## config.mk

```make
export PLATFORM = sky130hd
export DESIGN_NAME = tpg_top
export DESIGN_NICKNAME = d
export VERILOG_FILES = /design/src/tpg_pkg.sv /design/src/tpg_prescaler.sv /design/src/tpg_counter.sv /design/src/tpg_top.sv
export VERILOG_INCLUDE_DIRS = /design/src
export SDC_FILE = /design/constraint.sdc
export NUM_CORES = 1
export LEC_CHECK = 0
export BUFFER_PORTS_ARGS = -buffer_cell sky130_fd_sc_hd__buf_2
export CORE_MARGIN = 10
export CORE_UTILIZATION = 57
export CTS_BUF_LIST = sky130_fd_sc_hd__clkbuf_4
export DETAILED_ROUTE_END_ITERATION = 7
export PLACE_DENSITY = 0.92
export SLEW_MARGIN = 25
export SYNTH_ARGS = -nofsm -noshare
export SYNTH_HDL_FRONTEND = slang
export SYNTH_HIERARCHICAL = 1
export SYNTH_SLANG_ARGS = --single-unit
```

## constraint.sdc

```tcl
create_clock -name pclk -period 3.1 [get_ports pclk]
set_clock_uncertainty 0.2 [all_clocks]
set_input_delay 0.155 -clock pclk [delete_from_list [all_inputs] [get_ports pclk]]
set_output_delay 0.155 -clock pclk [all_outputs]
set_load 0.05 [all_outputs]
```

## src/tpg_defines.svh

```systemverilog
// constants for the timer-three pwm generator
`ifndef TPG_DEFINES_SVH
`define TPG_DEFINES_SVH
`define TPG_OFF_PERIOD_LOW 12'h000
`define TPG_OFF_DUTY_LOW   12'h004
`define TPG_OFF_HIGH_BITS  12'h008
`define TPG_OFF_MODE       12'h00C
`define TPG_OFF_PORT_SEL   12'h010
`define TPG_OFF_STATUS     12'h014
`define TPG_MODE_RUN_BIT   0
`define TPG_MODE_POL_BIT   1
`define TPG_MODE_EN_BIT    2
`define TPG_MODE_CK_LSB    3
`define TPG_MODE_CK_MSB    4
`define TPG_PSEL_PIN_BIT   7
`define TPG_HI_PER_MSB     3
`define TPG_HI_PER_LSB     2
`define TPG_HI_DUTY_MSB    1
`define TPG_HI_DUTY_LSB    0
`define TPG_RESET_BYTE     8'h00
`define TPG_DIV_CK0        6'h00
`define TPG_DIV_CK1        6'h03
`define TPG_DIV_CK2        6'h0F
`define TPG_DIV_CK3        6'h3F
`endif

```

## src/tpg_pkg.sv

```systemverilog
// types for the timer-three pwm generator
package tpg_pkg;
  typedef enum logic [1:0] {
    TPG_IDLE  = 2'b00,
    TPG_RUN   = 2'b01,
    TPG_SQUARE = 2'b11
  } tpg_state_t;
endpackage

```

## src/tpg_prescaler.sv

```systemverilog
// source clock tick generator for timer three
`timescale 1ns/100ps
`default_nettype none
`include "tpg_defines.svh"
module tpg_prescaler (
  input  wire logic       pclk,
  input  wire logic       presetn,
  input  wire logic       clk_en,
  input  wire logic       run,
  input  wire logic [1:0] clk_sel,
  output logic            tick
);
  logic [5:0] div_reg;
  logic [5:0] limit;

  always_comb begin
    unique case (clk_sel)
      2'b00: limit = `TPG_DIV_CK0;
      2'b01: limit = `TPG_DIV_CK1;
      2'b10: limit = `TPG_DIV_CK2;
      2'b11: limit = `TPG_DIV_CK3;
    endcase
  end

  always_ff @(posedge pclk or negedge presetn) begin
    if (!presetn) begin
      div_reg <= 6'h00;
    end else if (clk_en) begin
      if (!run || div_reg >= limit) begin
        div_reg <= 6'h00;
      end else begin
        div_reg <= div_reg + 6'h01;
      end
    end
  end

  assign tick = clk_en && run && (div_reg >= limit);
endmodule
`default_nettype wire

```

## src/tpg_counter.sv

```systemverilog
// shared timer-three ten-bit counter with period match
`timescale 1ns/100ps
`default_nettype none
module tpg_counter #(
  parameter int WIDTH = 10
) (
  input  wire logic             pclk,
  input  wire logic             presetn,
  input  wire logic             clk_en,
  input  wire logic             run,
  input  wire logic             tick,
  input  wire logic [WIDTH-1:0] period,
  output logic      [WIDTH-1:0] count,
  output logic                  match
);
  assign match = tick && (count >= period);

  always_ff @(posedge pclk or negedge presetn) begin
    if (!presetn) begin
      count <= '0;
    end else if (clk_en) begin
      if (!run) begin
        count <= '0;
      end else if (match) begin
        count <= '0;
      end else if (tick) begin
        count <= count + {{(WIDTH-1){1'b0}}, 1'b1};
      end
    end
  end
endmodule
`default_nettype wire

```

## src/tpg_top.sv

```systemverilog
// apb-accessed timer-three pwm generator top
//
// Local design decisions: register access over APB and the placing of the registers.
`timescale 1ns/100ps
`default_nettype none
`include "tpg_defines.svh"
module tpg_top #(
  parameter int RES = 10
) (
  input  wire logic        pclk,
  input  wire logic        presetn,
  input  wire logic        clk_en,
  input  wire logic        psel,
  input  wire logic        penable,
  input  wire logic        pwrite,
  input  wire logic [11:0] paddr,
  input  wire logic [31:0] pwdata,
  output logic      [31:0] prdata,
  output logic             pready,
  output logic             pslverr,
  output logic             modulator_output_pin,
  output logic             port5_bit4_pin
);
  // ==========================================================
  // register bus
  logic [7:0] pwm_period_low_reg;
  logic [7:0] pwm_duty_low_reg;
  logic [7:0] pwm_high_bits_reg;
  logic [7:0] timer_three_mode_reg;
  logic [7:0] port_selection_reg;
  logic       wr_en;
  logic       rd_en;
  logic       addr_ok;

  assign pready  = 1'b1;
  assign addr_ok = (paddr == `TPG_OFF_PERIOD_LOW) || (paddr == `TPG_OFF_DUTY_LOW) ||
                   (paddr == `TPG_OFF_HIGH_BITS) || (paddr == `TPG_OFF_MODE) ||
                   (paddr == `TPG_OFF_PORT_SEL) || (paddr == `TPG_OFF_STATUS);
  assign wr_en   = clk_en && psel && penable && pwrite;
  // read data captured in setup so it stands at the access edge
  assign rd_en   = clk_en && psel && !penable && !pwrite;
  assign pslverr = psel && penable && !addr_ok;

  always_ff @(posedge pclk or negedge presetn) begin
    if (!presetn) begin
      pwm_period_low_reg   <= `TPG_RESET_BYTE;
      pwm_duty_low_reg     <= `TPG_RESET_BYTE;
      pwm_high_bits_reg    <= `TPG_RESET_BYTE;
      timer_three_mode_reg <= `TPG_RESET_BYTE;
      port_selection_reg   <= `TPG_RESET_BYTE;
    end else if (wr_en) begin
      unique case (paddr)
        `TPG_OFF_PERIOD_LOW: pwm_period_low_reg <= pwdata[7:0];
        `TPG_OFF_DUTY_LOW:   pwm_duty_low_reg <= pwdata[7:0];
        `TPG_OFF_HIGH_BITS:  pwm_high_bits_reg <= {4'h0, pwdata[3:0]};
        `TPG_OFF_MODE:       timer_three_mode_reg <= {3'h0, pwdata[4:0]};
        `TPG_OFF_PORT_SEL:   port_selection_reg <= {pwdata[7], 7'h00};
        default: ;
      endcase
    end
  end

  // ==========================================================
  // mode decode
  logic       run;
  logic       active_level_select;
  logic       modulation_enable;
  logic [1:0] timer_three_clock_select;
  logic       pin_route;
  tpg_pkg::tpg_state_t state;

  assign run                      = timer_three_mode_reg[`TPG_MODE_RUN_BIT];
  assign active_level_select                      = timer_three_mode_reg[`TPG_MODE_POL_BIT];
  assign modulation_enable        = timer_three_mode_reg[`TPG_MODE_EN_BIT];
  assign timer_three_clock_select = timer_three_mode_reg[`TPG_MODE_CK_MSB:`TPG_MODE_CK_LSB];
  assign pin_route                = port_selection_reg[`TPG_PSEL_PIN_BIT];

  always_comb begin
    if (!run) begin
      state = tpg_pkg::TPG_IDLE;
    end else if (modulation_enable) begin
      state = tpg_pkg::TPG_RUN;
    end else begin
      state = tpg_pkg::TPG_SQUARE;
    end
  end

  // ==========================================================
  // ten-bit period and duty
  logic [RES-1:0] period_val;
  logic [RES-1:0] duty_master;
  logic [RES-1:0] duty_slave_reg;
  logic [RES-1:0] count;
  logic           tick;
  logic           match;

  assign period_val  = {pwm_high_bits_reg[`TPG_HI_PER_MSB:`TPG_HI_PER_LSB],
                        pwm_period_low_reg};
  assign duty_master = {pwm_high_bits_reg[`TPG_HI_DUTY_MSB:`TPG_HI_DUTY_LSB],
                        pwm_duty_low_reg};

  tpg_prescaler u_pre (
    .pclk    (pclk),
    .presetn (presetn),
    .clk_en  (clk_en),
    .run     (run),
    .clk_sel (timer_three_clock_select),
    .tick    (tick)
  );

  tpg_counter #(.WIDTH(RES)) u_cnt (
    .pclk    (pclk),
    .presetn (presetn),
    .clk_en  (clk_en),
    .run     (run),
    .tick    (tick),
    .period  (period_val),
    .count   (count),
    .match   (match)
  );

  // duty slave loads on period match, or while stopped
  always_ff @(posedge pclk or negedge presetn) begin
    if (!presetn) begin
      duty_slave_reg <= '0;
    end else if (clk_en) begin
      if (!run || match) begin
        duty_slave_reg <= duty_master;
      end
    end
  end

  // ==========================================================
  // output waveform
  logic active;
  logic pwm_level;
  logic square_reg;
  logic pin_reg;

  always_comb begin
    if (duty_slave_reg == '0) begin
      active = 1'b0;
    end else if (duty_slave_reg >= period_val) begin
      active = 1'b1;
    end else begin
      active = (count < duty_slave_reg);
    end
  end

  assign pwm_level = active_level_select ? active : !active;

  always_ff @(posedge pclk or negedge presetn) begin
    if (!presetn) begin
      square_reg <= 1'b0;
    end else if (clk_en) begin
      if (state != tpg_pkg::TPG_SQUARE) begin
        square_reg <= 1'b0;
      end else if (match) begin
        square_reg <= !square_reg;
      end
    end
  end

  always_ff @(posedge pclk or negedge presetn) begin
    if (!presetn) begin
      pin_reg <= 1'b0;
    end else if (clk_en) begin
      unique case (state)
        tpg_pkg::TPG_IDLE:   pin_reg <= !active_level_select;
        tpg_pkg::TPG_RUN:    pin_reg <= pwm_level;
        tpg_pkg::TPG_SQUARE: pin_reg <= square_reg;
        default:             pin_reg <= 1'b0;
      endcase
    end
  end

  assign modulator_output_pin = pin_reg;
  assign port5_bit4_pin       = pin_route && pin_reg;

  // ==========================================================
  // read data
  always_ff @(posedge pclk or negedge presetn) begin
    if (!presetn) begin
      prdata <= 32'h0000_0000;
    end else if (rd_en) begin
      unique case (paddr)
        `TPG_OFF_PERIOD_LOW: prdata <= {24'h00_0000, pwm_period_low_reg};
        `TPG_OFF_DUTY_LOW:   prdata <= {24'h00_0000, pwm_duty_low_reg};
        `TPG_OFF_HIGH_BITS:  prdata <= {24'h00_0000, pwm_high_bits_reg};
        `TPG_OFF_MODE:       prdata <= {24'h00_0000, timer_three_mode_reg};
        `TPG_OFF_PORT_SEL:   prdata <= {24'h00_0000, port_selection_reg};
        `TPG_OFF_STATUS:     prdata <= {5'h00, pin_reg, duty_slave_reg, 6'h00, count};
        default:             prdata <= 32'h0000_0000;
      endcase
    end
  end

  // ==========================================================
  // tick spacing watch
  logic [5:0] gap_reg;
  logic [5:0] gap_next;
  logic [5:0] gap_limit;

  always_comb begin
    unique case (timer_three_clock_select)
      2'b00: gap_limit = `TPG_DIV_CK0;
      2'b01: gap_limit = `TPG_DIV_CK1;
      2'b10: gap_limit = `TPG_DIV_CK2;
      2'b11: gap_limit = `TPG_DIV_CK3;
    endcase
  end

  always_comb begin
    if (!run || tick) begin
      gap_next = 6'h00;
    end else begin
      gap_next = gap_reg + 6'h01;
    end
  end

  always_ff @(posedge pclk or negedge presetn) begin
    if (!presetn) begin
      gap_reg <= 6'h00;
    end else if (clk_en) begin
      gap_reg <= gap_next;
    end
  end
endmodule
`default_nettype wire

```

; ---- After elaboration in Yosys (flattened, before gate mapping)
; Cells that the tools add are included.
[classes]
eq_ne = 12
reduce_logical = 38
muxes = 14
n_lt_le_gt_ge = 4
addsub = 2
[ops]
columns = op, n
row1 = $pmux 27 s6, 1
row2 = $mux 10, 3
row3 = $eq 12x4->1 const B, 2
row4 = $eq 12x5->1 const B, 2
row5 = $pmux 6 s4, 1
row6 = $ge 10x10->1, 2
row7 = $reduce_and 2->1, 8
row8 = $eq 12x3->1 const B, 1
row9 = $logic_not 12->1, 1
row10 = $logic_and 1x1->1, 11
row11 = $add 10x1->10 const B, 1
row12 = $logic_not 10->1, 1
row13 = $lt 10x10->1, 1
row14 = $logic_not 1->1, 7
row15 = $logic_or 1x1->1, 7
row16 = $add 6x1->6 const B, 1
row17 = $eq 2x2->1 const B, 3
row18 = $ge 6x6->1, 1
row19 = $mux 6, 1
row20 = $mux 1, 5
row21 = $eq 2x1->1 const B, 2
row22 = $logic_not 2->1, 2
row23 = $mux 2, 2
row24 = $ne 3x1->1 const B, 1
row25 = other kinds (3), 3
[word_totals]
out_inout_bits = 36
ff_bits = 86
word_cells = 81
in_bits = 50

; ---- Logic depth before layout (Yosys ltp)
; Gate-level depths: netlist (run 1).
[logic_depth]
word_depth = 8
ltp_mapped = 10
depth_no_buf = 10

; ---- Cells and area by module
; The synthesis (run 1) kept the hierarchy.
[by_module_without_submodules]
columns = mod, area_per_inst_um2, instances, cells_per_inst
row1 = tpg_top, 3278.1, 1, 305
row2 = tpg_counter, 824.5, 1, 91
row3 = tpg_prescaler, 467.9, 1, 47

; ---- Worst setup path after synthesis (run 1)
; No wires, ideal clock.
[synth_path]
path_type = reg2reg
from = reg timer_three_mode_reg[4]
to = reg duty_slave_reg[0]
period_less_slack_ns = 2.911
arrival_time_ns = 2.587
path_slack_ns = 0.189
required_ns = 2.775
setup_ns = 0.125
stages_incl_launch_ff = 10
cell_sequence = dfrtp_1 -> or2_2 -> ha_1 -> nand2b_4 -> a21oi_4 -> o21ai_2 -> and3_1 -> and2_1 -> o21ai_1 -> mux2_2
[synth_via]
elab_chain_cells = 7
elab_cells_between_ends = 10
cone_classes = order compare: 1 / eq/ne: 3 / mux: 1 / reduce/logical: 5
[synth_rtl]
columns = item, line
row1 = from (decl), tpg_top.sv:29  ; logic [7:0] timer_three_mode_reg;
row2 = from (signal assigned), tpg_top.sv:49  ; timer_three_mode_reg <= `TPG_RESET_BYTE;
row3 = from (signal assigned), tpg_top.sv:56  ; `TPG_OFF_MODE: timer_three_mode_reg <= {3'h0, pwdata[4:0]};
row4 = "$eq 2x2->1, or another cell as far along", tpg_prescaler.sv:17  ; unique case (clk_sel)
row5 = $pmux 6 s4 (*), tpg_prescaler.sv:17
row6 = $ge 6x6->1 (*), tpg_prescaler.sv:37  ; assign tick = clk_en && run && (div_reg >= limit);
row7 = $logic_and 1x1->1 (*), tpg_prescaler.sv:37
row8 = named net tick, tpg_top.sv:94  ; logic tick;
row9 = $logic_and 1x1->1 (*), tpg_counter.sv:16  ; assign match = tick && (count >= period);
row10 = named net match, tpg_top.sv:95  ; logic match;
row11 = $logic_or 1x1->1 (*), tpg_top.sv:127  ; if (!run || match) begin
row12 = $reduce_and 2->1 (no line) (*), --
row13 = to (signal assigned), tpg_top.sv:128  ; duty_slave_reg <= duty_master;
row14 = to (decl), tpg_top.sv:92  ; logic [RES-1:0] duty_slave_reg;
; The timed path passes the listed nets; every way through them passes the cells marked *.
; A chain may end at the register's enable or synchronous reset.

; ---- Worst setup path after layout (run 1)
[layout_path]
from = reg timer_three_mode_reg[3]
to = reg u_cnt.count[9]
[layout_via]
elab_chain_cells = 7
elab_cells_between_ends = 12
cone_classes = order compare: 1 / eq/ne: 4 / mux: 3 / reduce/logical: 4
[layout_rtl]
columns = item, line
row1 = "$eq 2x2->1, or another cell as far along", tpg_prescaler.sv:17
row2 = $pmux 6 s4 (*), tpg_prescaler.sv:17
row3 = $ge 6x6->1 (*), tpg_prescaler.sv:37
row4 = $logic_and 1x1->1 (*), tpg_prescaler.sv:37
row5 = named net tick, tpg_top.sv:94
row6 = $logic_and 1x1->1, tpg_counter.sv:16
row7 = $ne 3x1->1 (no line) / $mux 10 (equally long branches), --
row8 = $reduce_and 2->1 (no line) / $mux 10 (equally long branches), --
row9 = to (signal assigned), tpg_counter.sv:27  ; count <= count + {{(WIDTH-1){1'b0}}, 1'b1};
row10 = to (decl), tpg_counter.sv:13  ; output logic [WIDTH-1:0] count,
; Marked as above.

==> results of run 1 <==
power breakdown:
part / internal [uW] / total [uW] / switching, uW
registers: 978 / 979 / 0.474
clock network: 420 / 796 / 376
logic: 38.8 / 138 / 99.0
cell usage in the layout, fill, tap and decap left out, types with 3 or more instances in the layout:
| master | Yosys | final |
|---|---|---|
| a221oi_1 | 6 | 4 |
| a22oi_1 | 4 | 4 |
| nand2b_1 | 3 | 3 |
| or4_1 | 3 | 3 |
| nand4_1 | 8 | 8 |
| a211oi_1 | 5 | 5 |
| buf_4 | 13 | 14 |
| and2_1 | 4 | 4 |
| conb_1 | 2 | 12 |
| nor3_1 | 3 | 3 |
| mux2_2 | 29 | 29 |
| nand2_1 | 57 | 57 |
| dfrtp_1 | 75 | 75 |
| mux2_4 | 8 | 8 |
| o31ai_1 | 13 | 13 |
| mux2i_1 | 4 | 4 |
| ha_1 | 37 | 37 |
| o21ai_0 | 18 | 18 |
| nand3_1 | 8 | 8 |
| buf_2 | 4 | 49 |
| nor2_1 | 12 | 12 |
| or3_1 | 6 | 5 |
| dlygate4sd3_1 | 0 | 16 |
| a221oi_2 | 1 | 3 |
| a21oi_1 | 20 | 20 |
| clkbuf_4 | 0 | 10 |
| inv_1 | 38 | 38 |
| bufinv_16 | 0 | 3 |
| xor2_1 | 6 | 6 |
synth_stat cells (3+ instances only):
cell type,count
dfrtp_1,75
nand2_1,57
inv_1,38
ha_1,37
mux2_2,29
a21oi_1,20
o21ai_0,18
buf_4,13
o31ai_1,13
nor2_1,12
mux2_4,8
nand3_1,8
nand4_1,8
a221oi_1,6
or3_1,6
xor2_1,6
a211oi_1,5
clkbuf_1,5
a22oi_1,4
and2_1,4
buf_2,4
mux2i_1,4
nand2b_1,3
nor3_1,3
or4_1,3
area by class of cell:
type                            count  share of cell area [%]
Clock inverter                      6                    2.10
Timing Repair Buffer               79                    9.60
Multi-Input combinational cell    318                    46.5
Inverter                           38                    2.68
Sequential cell                    75                    35.3
Tap cell                          102                    2.40
Clock buffer                       10                    1.41
worst max path at each step:
stage	endpoint	cells after the start
after floorplan	duty_slave_reg[0]	9
after global placement	u_cnt/count[9]	10
after detailed placement	u_cnt/count[8]	10
after CTS	u_cnt/count[8]	10
after global routing	u_cnt/count[9]	10
final	u_cnt/count[9]	10
timing repair:
item                                    4_1_cts  5_1_grt
buffers inserted                              0        2
resized for setup                             0        3
endpoints found under the hold margin       111        0
hold buffers                                 16        0
endpoints found under the setup margin        0        5
worst reg2reg max path, cell delays in order (launching register included):
cell and delay, ns:
dfrtp_1 0.43, or2_2 0.30, ha_1 0.28, nand2b_4 0.13
a21oi_4 0.07, o21ai_2 0.18, and3_4 0.21, nand2b_2 0.18
nand3_4 0.13, or4_1 0.53, a221oi_2 0.24
metal layers:
metal | GRT usage (%) | wire length, um | part of all wire (%) | vias to the layer above
li1 | - | - | - | 1742
met1 | 23.8 | 4580 | 36 | 1920
met2 | 33.9 | 6020 | 48 | 231
met3 | 7.14 | 1200 | 9.5 | 76
met4 | 13.2 | 797 | 6.3 | 0
met5 | 0 | 0 | 0 | -
through the flow:
step / worst slack [ns] / util, % / setup TNS [ns] / cells / area, um^2
after floorplan: 0.189 / - / 0 / 453 / 4610
after global placement: 0.226 / 63.5 / 0 / 594 / 4930
after detailed placement: 0.145 / 63.5 / 0 / 594 / 4930
after CTS: 0.116 / 68.0 / 0 / 626 / 5280
after global routing: -0.0239 / 68.4 / -0.0710 / 628 / 5320
final: 0.150 / 68.4 / 0 / 628 / 5320
cell families after synthesis:
group                      share of synthesized area (%)
other                                              0.164
muxes                                               11.1
and+or+nand+nor                                     15.9
buffers and inverters                               6.10
adders and majority gates                           10.1
DFF                                                 41.1
AOI/OAI and AO/OA                                   14.2
xor gates and xnor gates                            1.34
==> flow_summary_export.csv, run 1 <==
group,metric,value,unit
yosys,netlist.top_cell.by_area,"dfrtp_1",
layout,antenna-diode-count,0,
route,avgViaCountPerCell,6.32,
layout,fillCellCount,536,
grt,overflow,0,
clock_tree,tritoncts_num_sinks,75,
clock_tree,clk_pin_slew,0.16,ns
critical_path,timing.critical_path.slowest_stage_cell,"or4_1",
pwr,design_power_total,1910,uW
layout,nets,608,
yosys,syn_area_per_cell,10.3,um^2
critical_path,crit_path_cell_trace,"or2_2, ha_1, nand2b_4, a21oi_4, o21ai_2, and3_4, nand2b_2, nand3_4, or4_1, a221oi_2",
critical_path,required,3.26,ns
critical_path,reg2reg_depth,10,
critical_path,worst_path_maximum_fanout,7,
pwr,cellPowerDensity,360,mW/mm^2
worst_hold_path,worst_hold_path_type,"input port to async pin",
layout,largest_register_ff_count,21,
critical_path,delay_heaviest_family_cp,"simple AND/OR/NAND/NOR gates",
run_status,run_status,"completed",
yosys,post_synthesis_sequential_element_count,75,
placement,detailedPlacementHpwl,9040,um
critical_path,path_class,"flip-flop to flip-flop",
critical_path,setup.reg_to_reg.worst_slack,0.15,ns
layout,syn2layout_area_growth,16.3,%
yosys,yosys_warns,6,
grt,grt_start_max_net_pins,46,
sta,relSlewSlack,56.1,%
clock_tree,cts-root-buf,"clkbuf_4",
yosys,synth.yosys.seq_area_share,41.1,%
layout,final_layout_size_suffix_gt1_share,27.2,%
grt,first_global_vias,3965,
route,drc,0,
route,wirelength,12600,um
route,number_of_vias_in_the_routed_layout,3969,
clock_tree,cts_tree,"done",
grt,grt_first_pass_wirelength,19900,um
floorplan,floorplan.rows,32,
pwr,p_leak,0.00253,uW
yosys,async_reset_ff_share,100,%
floorplan,start_util,58.8,%
grt,grt_usage,21.1,%
layout,ff_latch_area,0.00188,mm^2
critical_path,rr_startpoint,"timer_three_mode_reg[3]",
critical_path,end_kind,"flip-flop",
floorplan,core_region_area,0.00777,mm^2
sta,worst_pin_slew,0.641,ns
clock_tree,cts-buffers-inserted,9,
job,drv_cap,0,
yosys,netlist-cell-type-count,66,
yosys,number_of_synthesized_flops_with_an_enable_pin,0,
critical_path,timing.critical_path.from,"timer_three_mode_reg[3]",
clock_tree,worstSkewPairLatency,0.46,ns
yosys,predominant_post_synthesis_flop_cell,"dfrtp_1",
sta,final.min_clock_period,2.95,ns
floorplan,die_area,0.0120,mm^2
yosys,post_synth_inst_count,443,
floorplan,die_height,110,um
sta,period_share,95.2,%
floorplan,boundaryPins,86,
placement,finalWeightedCongestion,0.916,
clock_tree,cts_htree_levels,3,
critical_path,critical-path-max-stage-delay,0.53,ns
sta,achievable-frequency,0.339,GHz
critical_path,timing.rr.end,"u_cnt/count[9]",
critical_path,critical_path_buf_inv_count,0,
route,first_pass_iters,5,
yosys,netlist.area_leader.share,41.1,%
floorplan,die_width,110,um
sta,finalSetupViolCount,0,
sta,timing.final.max_slew_violations,0,
grt,grt_antenna_before_repair,0,
route,routedWlPerCell,20.1,um
placement,place.port_buffers,49,
critical_path,critical_path.startpoint_type,"flip-flop",
route,drt.antenna.violating_nets,0,
pwr,worst_ir_drop_vdd,0.310,mV
clock_tree,clk_path_buf_depth,2,
critical_path,critical_path_arrival,3.11,ns
sta,final_number_of_hold_violating_endpoints,0,
sta,hold_ws,0.0304,ns
yosys,netlist_area,0.00457,mm^2
route,first_iter_violations,355,
yosys,synth.area.top_cells,"dfrtp_1 41%, ha_1 10%, mux2_2 7.1%",
layout,multi_input_area,0.00247,mm^2
Power figures use the tool's default switching activity.
==> run 2: changes to the inputs <==
--- a/config.mk
+++ b/config.mk
@@ -6,7 +6,7 @@
 export SDC_FILE = /design/constraint.sdc
 export NUM_CORES = 1
 export LEC_CHECK = 0
-export BUFFER_PORTS_ARGS = -buffer_cell sky130_fd_sc_hd__buf_2
+export BUFFER_PORTS_ARGS = -buffer_cell sky130_fd_sc_hd__buf_4
 export CORE_MARGIN = 10
 export CORE_UTILIZATION = 57
 export CTS_BUF_LIST = sky130_fd_sc_hd__clkbuf_4
==> constraint.sdc (replaced) <==
create_clock -name pclk -period 3.1 [get_ports pclk]
set_clock_uncertainty 0.2 [all_clocks]
set_input_delay 0.62 -clock pclk [delete_from_list [all_inputs] [get_ports pclk]]
set_output_delay 0.62 -clock pclk [all_outputs]
set_load 0.05 [all_outputs]
==> run 2 against run 1 <==
Flip-flop and latch count is the same. Setup slack worse by 0.040 ns. Clock-buffer cell count unchanged. Die area unchanged. Critical path type unchanged.
==> flow_summary_export.csv, run 2 (synthesis results as in run 1) <==
group,metric,value,unit
grt,grt_util_met2,33.6,%
grt,grt_first_pass_wirelength,19100,um
layout,syn2layout_area_growth,14.4,%
pwr,design_power_total,1810,uW
critical_path,critical-path-max-stage-delay,0.54,ns
grt,overflow,0,
sta,setup_tns,0,ns
layout,final_layout_size_suffix_gt1_share,27.7,%
floorplan,floorplan.rows,32,
sta,rsz0062_at_grt,"no",
critical_path,timing.critical_path.slowest_stage_cell,"or4_1",
floorplan,start_util,58.8,%
placement,place.port_buffers,49,
critical_path,rr_startpoint,"timer_three_mode_reg[3]",
grt,met3_grt_util,5.21,%
floorplan,core_region_area,0.00777,mm^2
grt,most_used_routing_layer,"met2",
pwr,cellPowerDensity,346,mW/mm^2
route,first_pass_iters,8,
layout,antenna-diode-count,0,
critical_path,crit_path_cell_trace,"or2_2, ha_1, nand2b_4, a21oi_4, o21ai_2, and3_4, nand2b_4, nand3_4, or4_1, a221oi_2",
layout,finish.utilization,67.3,%
placement,placed_cells_incl_taps,591,
sta,final.min_clock_period,2.99,ns
critical_path,end_kind,"flip-flop",
clock_tree,tritoncts_num_sinks,75,
critical_path,timing.critical_path.from,"timer_three_mode_reg[3]",
placement,detailedPlacementHpwl,8970,um
clock_tree,cts_htree_levels,3,
sta,worst_pin_slew,0.940,ns
sta,period_share,96.4,%
critical_path,most_frequent_cell_on_the_critical_path,"nand2b_4",
sta,relSlewSlack,37.3,%
route,avgViaCountPerCell,6.12,
route,wirelength,11900,um
critical_path,worst_path_maximum_fanout,7,
floorplan,boundaryPins,86,
job,drv_cap,0,
clock_tree,worstSkewPairLatency,0.46,ns
run_status,run_status,"completed",
critical_path,critical_path.startpoint_type,"flip-flop",
clock_tree,clk_path_buf_depth,2,
sta,timing.final.max_slew_violations,0,
route,first_iter_violations,363,
route,drc,0,
route,drt.antenna.violating_nets,0,
grt,grt_usage,20.2,%
route,routedWlPerCell,19.6,um
layout,largest_register_ff_count,21,
sta,achievable-frequency,0.334,GHz
clock_tree,clk_pin_slew,0.12,ns
layout,nets,588,
critical_path,critical_path_buf_inv_count,0,
layout,most-common-layout-cells,"75 x dfrtp_1, 59 x buf_4, 57 x nand2_1",
grt,grt_antenna_before_repair,0,
worst_hold_path,worst_hold_path_type,"input port to async pin",
critical_path,path_class,"flip-flop to flip-flop",
floorplan,die_area,0.0120,mm^2
clock_tree,hold_buffers,0,
floorplan,die_width,110,um
critical_path,critical_path_arrival,3.16,ns
sta,finalSetupViolCount,0,
grt,first_global_vias,3803,
clock_tree,cts-buffers-inserted,9,
critical_path,required,3.27,ns
critical_path,delay_heaviest_family_cp,"simple AND/OR/NAND/NOR gates",
clock_tree,cts-root-buf,"clkbuf_4",
clock_tree,cts_tree,"done",
sta,final_number_of_hold_violating_endpoints,0,
grt,grt_start_max_net_pins,76,
pwr,worst_ir_drop_vdd,0.257,mV
layout,final_cell_count_no_fill,608,
floorplan,die_height,110,um
grt,use_met1,23.5,%
route,number_of_vias_in_the_routed_layout,3718,
pwr,p_leak,0.00245,uW
layout,mostFrequentLayoutCell,"dfrtp_1",
placement,finalWeightedCongestion,0.909,
run 2: layout make-up:
type                            instances  area [um^2]
Fill cell                             571         2540
Multi-Input combinational cell        318         2480
Sequential cell                        75         1880
Timing Repair Buffer                   59          443
Inverter                               38          143
Tap cell                              102          128
Clock inverter                          6         88.8
Clock buffer                           10         75.1
run 2: through the flow:
stage / area, um^2 / hold WS [ns] / setup slack [ns]
final: 5230 / 0.0941 / 0.110
after global routing: 5230 / 0.146 / 0.00567
after CTS: 5200 / 0.112 / 0.0525
after detailed placement: 5030 / 0.265 / 0.0838
after global placement: 5030 / 0.253 / 0.195
after floorplan: 4610 / 0.124 / 0.189
run 2: power breakdown:
part	leakage [uW]	switching, uW	internal (uW)
clock	0.0000830	368	337
combinational	0.00133	93.4	33.3
sequential	0.00103	0.485	978
total	0.00245	462	1350
run 2: final timing paths:
path	cells after the start	slack (ns)	to
min in group pclk	2	0.19	pwm_duty_low_reg[5]
max in group asynchronous	1	2.00	pwm_period_low_reg[2]
hold / removal	1	0.09	u_cnt/count[9]
setup / recovery	10	0.11	u_cnt/count[9]
setup reg to reg	10	0.11	u_cnt/count[9]
hold reg to reg	2	0.29	prdata[3]
run 2: routing by layer:
metal  routed length (um)  up-vias  part of all wire, %
li1                     -     1687                    -
met1                 4600     1833                   39
met2                 5930      158                   50
met3                  933       40                  7.8
met4                  438        0                  3.7
met5                    0        -                    0
run 2: worst reg2reg max path: stages (launching register included):
cell	delay, ns
dfrtp_1	0.44
or2_2	0.32
ha_1	0.30
nand2b_4	0.13
a21oi_4	0.06
o21ai_2	0.19
and3_4	0.22
nand2b_4	0.15
nand3_4	0.11
or4_1	0.54
a221oi_2	0.25
run 2: timing repair:
action                                  CTS  global route
setup buffers                             0             1
gates resized for setup                   0             4
endpoints found under the setup margin    0             5
hold endpoints to repair                  0             0
==> run 3: changes to the inputs <==
--- a/config.mk
+++ b/config.mk
@@ -12,6 +12,7 @@
 export CTS_BUF_LIST = sky130_fd_sc_hd__clkbuf_4
 export DETAILED_ROUTE_END_ITERATION = 7
 export PLACE_DENSITY = 0.92
+export SETUP_SLACK_MARGIN = 0.4
 export SLEW_MARGIN = 25
 export SYNTH_ARGS = -nofsm -noshare
 export SYNTH_HDL_FRONTEND = slang
==> run 3 against run 2 <==
First-iteration DRC count increased by 9.9%. Utilization up 4.3 points. Via count up 4.5%. Clock power is essentially flat. Largest power group unchanged. Setup slack better by 0.11 ns. Critical endpoint unchanged. Sequential power hardly changed.
==> flow_summary_export.csv, run 3 (synthesis results as in run 1) <==
group,metric,value,unit
floorplan,die_width,110,um
pwr,power.internal,1350,uW
pwr,p_switching,461,uW
grt,first_global_vias,4035,
layout,mostFrequentLayoutCell,"buf_4",
grt,grt_usage,21.2,%
pwr,cellPowerDensity,326,mW/mm^2
critical_path,crit_path_cell_trace,"buf_4, inv_1, ha_1, a21oi_2, o21a_2, o21ai_2, and3_4, nand2b_4, nand3_4, or4_4, a221oi_2",
layout,most-common-layout-cells,"85 x buf_4, 72 x dfrtp_1, 56 x nand2_1",
critical_path,critical_path_arrival,3.04,ns
floorplan,die_area,0.0120,mm^2
pwr,worst_ir_drop_vdd,0.325,mV
sta,final.min_clock_period,2.88,ns
clock_tree,cts_htree_levels,3,
sta,timing.final.max_slew_violations,0,
clock_tree,clk_pin_slew,0.13,ns
critical_path,delay_heaviest_family_cp,"simple AND/OR/NAND/NOR gates",
route,first_pass_iters,5,
layout,largest_register_ff_count,21,
floorplan,start_util,58.8,%
layout,ff_latch_area,0.00188,mm^2
route,routedWlPerCell,20.3,um
pwr,switching_share,25.4,%
pwr,p_comb_share,7.2,%
critical_path,end_kind,"flip-flop",
pwr,seq_power_share,54.0,%
route,drc,0,
critical_path,setup.reg_to_reg.worst_slack,0.22,ns
pwr,share_clk_of_total_power,38.8,%
placement,place.port_buffers,49,
floorplan,boundaryPins,86,
critical_path,critical-path-max-stage-delay,0.53,ns
sta,achievable-frequency,0.347,GHz
critical_path,worst_path_maximum_fanout,6,
floorplan,core_region_area,0.00777,mm^2
critical_path,timing.critical_path.depth,11,
clock_tree,cts_tree,"done",
pwr,p_leak,0.00260,uW
route,avgViaCountPerCell,6.11,
clock_tree,cts-root-buf,"clkbuf_4",
placement,finalWeightedCongestion,0.910,
route,wirelength,12900,um
sta,setup_tns,0,ns
grt,most_used_routing_layer,"met2",
route,first_iter_violations,399,
layout,fillCellCount,542,
grt,grt_antenna_before_repair,0,
grt,use_met1,23.8,%
sta,rsz0062_at_grt,"yes",
route,drt.antenna.violating_nets,0,
critical_path,path_class,"flip-flop to flip-flop",
placement,dpl_cell_area,0.00508,mm^2
sta,finalSetupViolCount,0,
layout,nets,616,
job,drv_cap,0,
critical_path,required,3.26,ns
sta,worst_pin_slew,0.933,ns
route,number_of_vias_in_the_routed_layout,3887,
layout,syn2layout_area_growth,21.7,%
sta,final_number_of_hold_violating_endpoints,0,
grt,grt_start_max_net_pins,76,
layout,stdcell_area,0.00556,mm^2
grt,met3_grt_util,6.32,%
floorplan,die_height,110,um
critical_path,reg2reg_depth,11,
sta,relSlewSlack,37.8,%
grt,overflow,0,
critical_path,critical_path_buf_inv_count,2,
placement,detailedPlacementHpwl,9040,um
layout,final_layout_size_suffix_gt1_share,35.0,%
clock_tree,clk_path_buf_depth,2,
clock_tree,cts-buffers-inserted,9,
grt,grt_first_pass_wirelength,19900,um
layout,antenna-diode-count,0,
clock_tree,tritoncts_num_sinks,75,
floorplan,floorplan.rows,32,
critical_path,critical_path.startpoint_type,"flip-flop",
run_status,run_status,"completed",
clock_tree,worstSkewPairLatency,0.44,ns
sta,period_share,92.9,%
layout,multi_input_area,0.00259,mm^2
worst_hold_path,worst_hold_path_type,"input port to async pin",
critical_path,timing.critical_path.slowest_stage_cell,"or4_4",
grt,grt_util_met2,35.4,%
## run 3: cell count changes in the layout (fill, tap and decap cells not counted), moves of 2 or more
cell,delta
and2_1,-2
a21oi_1,-2
buf_6,+2
ha_4,+4
dfrtp_1,-3
clkinv_4,+2
dfrtp_2,+3
or4_4,+2
a21oi_2,+2
buf_4,+26
ha_1,-4
or4_1,-2
## run 3: timing repair
item                                    CTS  global route
buffers inserted                         17             8
pin swaps                                12            11
hold buffers                              0             0
gates resized for setup                  12            13
gates cloned                              1             0
endpoints found under the setup margin   16            21
## run 3: power groups by stage
stage          Clock (uW)  Combinational [uW]  Sequential, uW
3_5_place_dp            0                 126             998
6_report              702                 131             979
3_3_place_gp            0                 123             998
5_1_grt               754                 141             979
2_1_floorplan           0                76.5             998
4_1_cts               708                 130             979
## run 3: metrics by stage
stage	total power [uW]	util (%)	cells	hold slack [ns]	setup WS [ns]
floorplan	1070	-	453	0.124	0.426
global placement	1120	65.4	594	0.251	0.274
detailed placement	1120	65.4	594	0.271	0.156
CTS	1820	69.9	628	0.129	0.260
global route	1870	71.6	636	0.151	0.148
finish	1810	71.6	636	0.102	0.221
## run 3: area by class of cell
class	instances	area share, %
well taps	102	2.29
multi-input cells	318	46.5
clock inverters	6	1.62
flip-flops and latches	75	33.8
inverters	38	2.56
clock buffers	10	1.35
repair buffers	87	11.9
## run 3: worst paths after layout
kind / start / end
min in group pclk: pwdata[6] / pwm_duty_low_reg[6]
max reg2reg: timer_three_mode_reg[4] / u_cnt/count[9]
min reg2reg: prdata[24] / prdata[24]
min: presetn / u_cnt/count[6]
max in group asynchronous: presetn / timer_three_mode_reg[4]
max: timer_three_mode_reg[4] / u_cnt/count[9]
## run 3: layer usage
metal | part of all wire [%] | vias to the layer above | wire length [um]
li1 | - | 1754 | -
met1 | 37 | 1876 | 4770
met2 | 49 | 195 | 6340
met4 | 5.1 | 0 | 656
met3 | 8.8 | 62 | 1140
met5 | 0 | - | 0
## run 3: worst reg2reg max path: cells and delay by family, from the launching register on
family,cells,cell delay (ns)
adder cells (fa/ha/maj),1,0.23
AND/OR/NAND/NOR,4,0.98
AO/OA/AOI/OAI,4,0.65
buffers and inverters,2,0.26
flip-flops,1,0.46
